## src/fwsr_pkg.sv

```systemverilog
package fwsr_pkg;
  // Register offsets
  localparam logic [7:0] CTRL_OFS = 8'h00;
  localparam logic [7:0] ADDR_OFS = 8'h04;
  localparam logic [7:0] DATA_OFS = 8'h08;
  localparam logic [7:0] STAT_OFS = 8'h0c;
  localparam logic [7:0] RDAT_OFS = 8'h10;
  // Control command codes in bits 2:0 of the control word
  localparam logic [2:0] OP_READ = 3'h1;
  localparam logic [2:0] OP_WRITE = 3'h2;
  localparam logic [2:0] OP_POLL = 3'h3;
  localparam logic [2:0] OP_BIT3 = 3'h4;
  // Status bit positions in the flash data byte
  localparam int B7 = 7;
  localparam int B6 = 6;
  localparam int B5 = 5;
  localparam int B3 = 3;
  // Reset command byte
  localparam logic [7:0] RESET_CMD = 8'hf0;
  // Bus timing
  localparam int CLK_NS = 8;
  localparam int STROBE_NS = 60;
  localparam logic [3:0] STROBE_CYC = 4'((STROBE_NS + CLK_NS - 1) / CLK_NS);
  localparam logic [3:0] RECOV_CYC = 4'h3;
  // Poll outcome codes
  localparam logic [1:0] RES_NONE = 2'h0;
  localparam logic [1:0] RES_DONE = 2'h1;
  localparam logic [1:0] RES_FAIL = 2'h2;
endpackage

```

## src/fwsr_host.sv

```systemverilog
// Added by the designer: the register offsets and the APB slave port.
`timescale 1ns/100ps
module fwsr_host (
  input wire logic ref_clk,
  input wire logic rst,
  input wire logic psel,
  input wire logic penable,
  input wire logic pwrite,
  input wire logic [7:0] paddr,
  input wire logic [31:0] pwdata,
  output logic [31:0] prdata,
  output logic pready,
  output logic pslverr,
  output logic [17:0] flash_addr,
  output logic flash_ce_n,
  output logic flash_we_n,
  output logic flash_oe_n,
  output logic [7:0] flash_dq_out,
  output logic flash_dq_oe,
  input wire logic [7:0] flash_dq_in
);
  typedef enum {ST_IDLE, ST_WSET, ST_WSTRB, ST_RSTRB, ST_RECOV, ST_EVAL} fwsr_state_t;
  fwsr_state_t state_ff;
  logic [17:0] status_valid_address_ff;
  logic [7:0] wdata_ff;
  logic [2:0] op_ff;
  logic [3:0] cnt_ff;
  logic [1:0] nread_ff;
  logic [7:0] rd_a_ff;
  logic [7:0] rd_b_ff;
  logic recheck_ff;
  logic busy_ff;
  logic [1:0] result_ff;
  logic bit3_ff;
  logic [31:0] prdata_ff;
  logic pready_ff;
  logic pslverr_ff;
  logic start;
  logic apb_wr;
  logic toggled_ab;

  assign apb_wr = psel && penable && pwrite && !pready_ff;
  assign start = apb_wr && paddr == fwsr_pkg::CTRL_OFS && !busy_ff;
  assign toggled_ab = rd_a_ff[fwsr_pkg::B6] != rd_b_ff[fwsr_pkg::B6];

  // APB slave: one wait state, answer on second access cycle
  always_ff @(posedge ref_clk) begin
    if (rst) begin
      pready_ff <= 1'b0;
      pslverr_ff <= 1'b0;
      prdata_ff <= 32'h0;
    end else begin
      pready_ff <= psel && penable && !pready_ff;
      pslverr_ff <= 1'b0;
      if (psel && penable && !pready_ff) begin
        case (paddr)
          fwsr_pkg::CTRL_OFS: prdata_ff <= {29'h0, op_ff};
          fwsr_pkg::ADDR_OFS: prdata_ff <= {14'h0, status_valid_address_ff};
          fwsr_pkg::DATA_OFS: prdata_ff <= {24'h0, wdata_ff};
          fwsr_pkg::STAT_OFS: prdata_ff <= {28'h0, bit3_ff, result_ff, busy_ff};
          fwsr_pkg::RDAT_OFS: prdata_ff <= {24'h0, rd_b_ff};
          default: begin
            prdata_ff <= 32'h0;
            pslverr_ff <= 1'b1;
          end
        endcase
        // Writing control while busy is refused
        if (pwrite && paddr == fwsr_pkg::CTRL_OFS && busy_ff)
          pslverr_ff <= 1'b1;
      end
    end
  end
  assign prdata = prdata_ff;
  assign pready = pready_ff;
  assign pslverr = pslverr_ff;

  // Address and data set-up registers; address doubles as poll address
  always_ff @(posedge ref_clk) begin
    if (rst) begin
      status_valid_address_ff <= 18'h0;
      wdata_ff <= 8'h0;
    end else if (apb_wr && !busy_ff) begin
      if (paddr == fwsr_pkg::ADDR_OFS)
        status_valid_address_ff <= pwdata[17:0];
      if (paddr == fwsr_pkg::DATA_OFS)
        wdata_ff <= pwdata[7:0];
    end
  end

  // Flash bus sequencer
  always_ff @(posedge ref_clk) begin
    if (rst) begin
      state_ff <= ST_IDLE;
      op_ff <= 3'h0;
      cnt_ff <= 4'h0;
      nread_ff <= 2'h0;
      rd_a_ff <= 8'h0;
      rd_b_ff <= 8'h0;
      recheck_ff <= 1'b0;
      busy_ff <= 1'b0;
      result_ff <= fwsr_pkg::RES_NONE;
      bit3_ff <= 1'b0;
      flash_addr <= 18'h0;
      flash_ce_n <= 1'b1;
      flash_we_n <= 1'b1;
      flash_oe_n <= 1'b1;
      flash_dq_out <= 8'h0;
      flash_dq_oe <= 1'b0;
    end else begin
      case (state_ff)
        ST_IDLE: begin
          if (start) begin
            op_ff <= pwdata[2:0];
            busy_ff <= 1'b1;
            nread_ff <= 2'h0;
            recheck_ff <= 1'b0;
            result_ff <= fwsr_pkg::RES_NONE;
            flash_addr <= status_valid_address_ff;
            cnt_ff <= fwsr_pkg::STROBE_CYC;
            flash_ce_n <= 1'b0;
            if (pwdata[2:0] == fwsr_pkg::OP_WRITE) begin
              flash_dq_out <= wdata_ff;
              flash_dq_oe <= 1'b1;
              state_ff <= ST_WSET;
            end else begin
              flash_oe_n <= 1'b0;
              state_ff <= ST_RSTRB;
            end
          end
        end
        ST_WSET: begin
          flash_we_n <= 1'b0;
          state_ff <= ST_WSTRB;
        end
        ST_WSTRB: begin
          if (cnt_ff == 4'h0) begin
            flash_we_n <= 1'b1;
            cnt_ff <= fwsr_pkg::RECOV_CYC;
            state_ff <= ST_RECOV;
          end else begin
            cnt_ff <= cnt_ff - 4'h1;
          end
        end
        ST_RSTRB: begin
          if (cnt_ff == 4'h0) begin
            flash_oe_n <= 1'b1;
            flash_ce_n <= 1'b1;
            rd_a_ff <= rd_b_ff;
            rd_b_ff <= flash_dq_in; // Full byte sampled each read
            nread_ff <= (nread_ff == 2'h3) ? 2'h3 : nread_ff + 2'h1;
            cnt_ff <= fwsr_pkg::RECOV_CYC;
            state_ff <= ST_EVAL;
          end else begin
            cnt_ff <= cnt_ff - 4'h1;
          end
        end
        ST_EVAL: begin
          // Poll decides after at least two reads with recovery between them; other ops after one read
          if (op_ff != fwsr_pkg::OP_POLL || nread_ff == 2'h1) begin
            if (op_ff == fwsr_pkg::OP_BIT3)
              bit3_ff <= rd_b_ff[fwsr_pkg::B3];
            if (op_ff == fwsr_pkg::OP_POLL)
              state_ff <= ST_RECOV;
            else begin
              busy_ff <= 1'b0;
              state_ff <= ST_IDLE;
            end
          end else if (!toggled_ab) begin
            result_ff <= fwsr_pkg::RES_DONE;
            busy_ff <= 1'b0;
            state_ff <= ST_IDLE;
          end else if (recheck_ff) begin
            // Still toggling after bit 5 high: failure, issue reset
            result_ff <= fwsr_pkg::RES_FAIL;
            op_ff <= fwsr_pkg::OP_WRITE;
            flash_dq_out <= fwsr_pkg::RESET_CMD;
            flash_dq_oe <= 1'b1;
            flash_ce_n <= 1'b0;
            cnt_ff <= fwsr_pkg::STROBE_CYC;
            state_ff <= ST_WSET;
          end else begin
            // Bit 5 seen high: one more toggle test; bit 7 is not trusted alone
            recheck_ff <= rd_b_ff[fwsr_pkg::B5];
            state_ff <= ST_RECOV;
          end
        end
        ST_RECOV: begin
          flash_ce_n <= 1'b1;
          flash_dq_oe <= 1'b0;
          if (cnt_ff == 4'h0) begin
            if (op_ff == fwsr_pkg::OP_POLL) begin
              flash_ce_n <= 1'b0;
              flash_oe_n <= 1'b0;
              cnt_ff <= fwsr_pkg::STROBE_CYC;
              state_ff <= ST_RSTRB;
            end else begin
              busy_ff <= 1'b0;
              state_ff <= ST_IDLE;
            end
          end else begin
            cnt_ff <= cnt_ff - 4'h1;
          end
        end
        default: state_ff <= ST_IDLE;
      endcase
    end
  end
endmodule

```

## config.mk

```make
export PLATFORM = sky130hd
export DESIGN_NAME = fwsr_host
export DESIGN_NICKNAME = d
export VERILOG_FILES = /design/src/fwsr_pkg.sv /design/src/fwsr_host.sv
export SDC_FILE = /design/constraint.sdc
export NUM_CORES = 1
export LEC_CHECK = 0
export ABC_CLOCK_PERIOD_IN_PS = 5000
export BUFFER_PORTS_ARGS = -buffer_cell sky130_fd_sc_hd__buf_2
export CAP_MARGIN = 20
export CORE_ASPECT_RATIO = 1.2
export CORE_MARGIN = 2
export CORE_UTILIZATION = 40
export CTS_BUF_LIST = sky130_fd_sc_hd__clkbuf_4 sky130_fd_sc_hd__clkbuf_8
export DETAILED_ROUTE_END_ITERATION = 10
export PLACE_DENSITY = 0.59
export SLEW_MARGIN = 10
export SYNTH_ARGS = -nofsm -noshare
export SYNTH_HDL_FRONTEND = slang
export SYNTH_SLANG_ARGS = --single-unit
```

## constraint.sdc

```tcl
create_clock -name ref_clk -period 5 [get_ports ref_clk]
set_clock_uncertainty 0.2 [all_clocks]
set_input_delay 1 -clock ref_clk [delete_from_list [all_inputs] [get_ports ref_clk]]
set_output_delay 1 -clock ref_clk [all_outputs]
set_load 0.01 [all_outputs]
```

**Word level (Yosys, flattened, before mapping)**

Index checks and enable logic that the tools add are counted.

- Bits of input ports: 53
- Register bits: 151
- Logic and storage cells: 166
- Output and inout bits: 64

- Multiplexer cells: 71
- Add/sub/neg operators: 2
- Bitwise gates (word level): 1
- Equal/unequal tests: 29
- Reductions and logical operators: 42

Operators with widths:

| cell | number |
|---|---|
| 32-bit case mux with 6 select lines | 1 |
| 32-bit two-way mux | 5 |
| 18-bit case mux with 5 select lines | 1 |
| 32-bit by 2-bit equality test with 1-bit output, second input constant | 2 |
| 32-bit by 3-bit equality test with 1-bit output, second input constant | 2 |
| 8-bit two-way mux | 5 |
| 32-bit by 1-bit equality test with 1-bit output, second input constant | 1 |
| 32-bit logical NOT | 1 |
| 6-bit AND reduction | 5 |
| 4-bit two-way mux | 7 |
| 1-bit two-way mux | 26 |
| 3-bit two-way mux | 7 |
| 2-bit != test, second input constant | 10 |
| 8-bit by 4-bit equality test with 1-bit output, second input constant | 2 |
| 2-bit two-way mux | 8 |
| 4-bit case mux with 4 select lines | 1 |
| 8-bit case mux with 2 select lines | 1 |
| 4-bit AND reduction | 4 |
| 2-bit AND reduction | 5 |
| 1-bit logical AND | 9 |
| 3-bit != test, second input constant | 3 |
| 1-bit case mux with 3 select lines | 3 |
| 8-bit by 3-bit equality test with 1-bit output, second input constant | 1 |
| 8-bit by 5-bit equality test with 1-bit output, second input constant | 1 |
| 24 further kinds | 34 |

**Longest topological paths before layout**

- Word-level depth: 7
- Mapped depth: 8
- Gate-level depth less buffers: 7

**Worst setup path before layout**

Ideal clock, no wire load.

- Path type: input to register
- From: input penable
- To: register op_ff[1]
- Setup slack: 2,171 ps
- Data required time: 4,681 ps
- Data arrival time: 2,511 ps
- Cell stages on the path: 6
- Path buffers: 2
- Library setup time: 119 ps
- Path through: nand3b_4 or4b_1 buf_2 or3_1 buf_2 o221a_2

- Cells in the longest elaborated chain, start to end: 7

Ends and longest elaborated chain:

| element | line | RTL |
|---|---|---|
| start: declaration | fwsr_host.sv:7 | `input wire logic penable,` |
| 1-bit logical AND (3 in a row) | fwsr_host.sv:42 | `assign apb_wr = psel && penable && pwrite && !pready_ff;` |
| 1-bit logical AND (2 in a row) | fwsr_host.sv:43 | `assign start = apb_wr && paddr == fwsr_pkg::CTRL_OFS && !busy_ff;` |
| 2-bit != test (no line) | n/a |  |
| 5-bit AND reduction (no line) | n/a |  |
| end signal: assignment | fwsr_host.sv:113 | `op_ff <= pwdata[2:0];` |
| end signal: assignment | fwsr_host.sv:175 | `op_ff <= fwsr_pkg::OP_WRITE;` |
| end: declaration | fwsr_host.sv:26 | `logic [2:0] op_ff;` |

Every way passes these cells.
A chain may end at the register's enable or synchronous reset.

**Worst setup path in the final report**

Same ends and word-level chain as after synthesis.

==> flow_summary.ini <==
[clock_network]
cts_tree = yes
ctsResizeCount = 0
cts.reportedPaths.clkPinSlew_ns = 0.09
clock_latency_ns = 0.36
clockRootBuffer = clkbuf_8
numCtsBuffers = 9
postCtsHoldBufs = 0
htreeDepth = 3
post-cts-setup-buffer-count = 0
cts.path.max_buffers = 2
cts_num_sinks = 102

[logic_synthesis]
synth_top_area_share_pct = 46.02
ys_top_cells_by_area = dfxtp_1, nand2_1, a21oi_1
yosys.area.top_type = dfxtp_1
synth_edf_count = 0
ys.flop_type = dfxtp_1
synth_cells = 540
synth.distinct_cells = 57
syn-cell-area_um2 = 4437
avgSynthCellArea_um2 = 8.216
yosysWarnings = 0
async_flop_share_pct = 0
synth_seq_cells = 102
seq_area_frac_synth_pct = 46.02

[critical_path]
cp-start-kind = input port
cp.arrival_ns = 3.19
path_class = in2reg
critPathMaxStageDelay_ns = 0.73
critPathRequiredTime_ns = 5.06
rrSetupSlack_ns = 2.21
crit_chain = buf_2, nand3b_4, or4b_1, or3_1, o221a_2
slowest_stage = or3_1
cp_max_fo = 21
cp-end-kind = flop

[sta]
min_period_ns = 3.134
fmax_mhz = 319.1
finalSetupTns_ns = 0
slew_viol_final = 0
tightest_slew_ns = 1.047
fin_crit_sh_pct = 62.69
relSlewSlack_pct = 29.63
hold_viol = 0
rsz0062_at_grt = false
setup_violations = 0
hold_slack_ns = 0.2542

[routing]
drtIter0Drc = 165
route.detailed.drc = 0
vias = 3931
wl_um = 11270
drtPass1Iterations = 7
ant_nets = 0
via_per_inst = 5.284
wl_per_cell_um = 15.15

[final_layout]
n_antenna_cell = 0
area_growth_pct = 14.58
regArea_um2 = 2042
layout-drive-gt1-share_pct = 19.61
fin_nets = 662
fillCellCount = 1121
multiInputGateArea_um2 = 2186

[pwr]
power_density_nw_per_um2 = 303.3
vdd_drop_max_mv = 0.1601
cellLeakagePower_uw = 0.001945

[grt]
grt_overflow = 0
grt_pass1_wl_um = 17930
grt_pass1_vias = 3664
grt_max_degree = 49
antenna_found_initial = 0
grt_util_all_layers_pct = 18.87

[place]
dp_hpwl_um = 8049
numPortBuffers = 88
gp_congestion = 0.8445

[die]
rows = 42
ios = 117
dieArea_um2 = 11950
initial_core_util_pct = 40.59
dieWidth_um = 100.1
dieHeight_um = 119.4
coreArea_um2 = 10930

[flow_run]
maxCapViolCount = 0

[run_status]
status = completed

[hold_path]
hp-class = reg2reg
cell usage after synthesis (all sizes together) (2+ instances only):
master / n
a21oi: 70
a22o: 2
a22oi: 15
a2bb2oi: 4
a311oi: 2
and2: 4
and3: 2
buf: 24
clkbuf: 24
dfxtp: 102
ha: 2
inv: 5
mux2i: 18
nand2: 118
nand2b: 5
nand3: 3
nand3b: 4
nor2: 38
nor2b: 5
nor3: 12
nor3b: 3
nor4: 3
nor4b: 3
o21a: 2
o21ai: 29
o221a: 5
o31ai: 4
or3: 6
or3b: 2
xnor2: 3
worst max-delay path, delay by kind of cell:
family	cells	cell delay [ns]
AO/OA/AOI/OAI	1	0.41
buffers and inverters	1	0.11
AND/OR/NAND/NOR	3	1.66
routing by layer:
metal | part of all wire, % | vias to the layer above | global-route usage [%]
li1 | - | 1978 | -
met1 | 44 | 1851 | 23.50
met2 | 50 | 88 | 31.96
met3 | 3.9 | 14 | 3.580
met4 | 1.7 | 0 | 7.277
met5 | 0 | - | 0
stage by stage:
stage	utilization, %	instances	area (µm²)	setup WS [ns]	total power [µW]
after detailed placement	44.60	728	4875	1.464	1019
after global placement	44.60	728	4875	1.494	1018
after floorplan	-	553	4486	2.171	978.4
final	46.51	744	5084	1.866	1542
after CTS	46.51	744	5084	1.855	1557
after global routing	46.51	744	5084	1.748	1609
flip-flops by register name, summed over array words and instances (netlist names), 2 cells and up:
name,cells
flash_addr,18
prdata,18
status_valid_address_ff,18
flash_dq_out,8
rd_b_ff,8
wdata_ff,8
cnt_ff,4
op_ff,3
state_ff,3
nread_ff,2
result_ff,2
layout make-up:
type | count | share of cell area (%)
multi-input combinational | 398 | 43.00
timing repair buffer | 91 | 9.107
clock buffer | 13 | 3.273
tap | 132 | 3.249
clock inverter | 3 | 0.8368
sequential | 102 | 40.17
inverter | 5 | 0.3692
power by group:
group / internal, µW / leakage, µW / switching, µW
logic: 59.5 / 0.00102 / 98.5
registers: 826 / 0.000822 / 17.6
clock network: 270 / 0.000106 / 270
total: 1160 / 0.00195 / 386
cell usage in the layout (no fill, tap or decap), types with 6 or more instances in the layout:
cell type,instances
nand2_1,118
nor2_1,38
dfxtp_1,102
o21ai_0,29
clkbuf_8,11
buf_2,88
mux2i_1,18
nor3_1,10
or3_1,6
conb_1,14
a22oi_1,15
a21oi_1,70
cell families (layout without fill, tap and decap cells):
| group | Yosys count | after routing | synth area share [%] |
|---|---|---|---|
| other | 1 | 14 | 0.08452 |
| muxes | 18 | 18 | 4.061 |
| xor gates and xnor gates | 4 | 4 | 0.7898 |
| and+or+nand+nor | 215 | 215 | 22.79 |
| DFF | 102 | 102 | 46.02 |
| AOI/OAI and AO/OA | 145 | 145 | 19.77 |
| adders and majority gates | 2 | 2 | 0.5639 |
| buffers and inverters | 53 | 112 | 5.922 |
worst paths after layout:
path / from / to / depth (start not counted)
max: penable / op_ff[1] / 5
min: prdata[4] / prdata[4] / 2
max reg2reg: pready / op_ff[1] / 4
min reg2reg: prdata[4] / prdata[4] / 2
(Power assumes the default switching activity.)
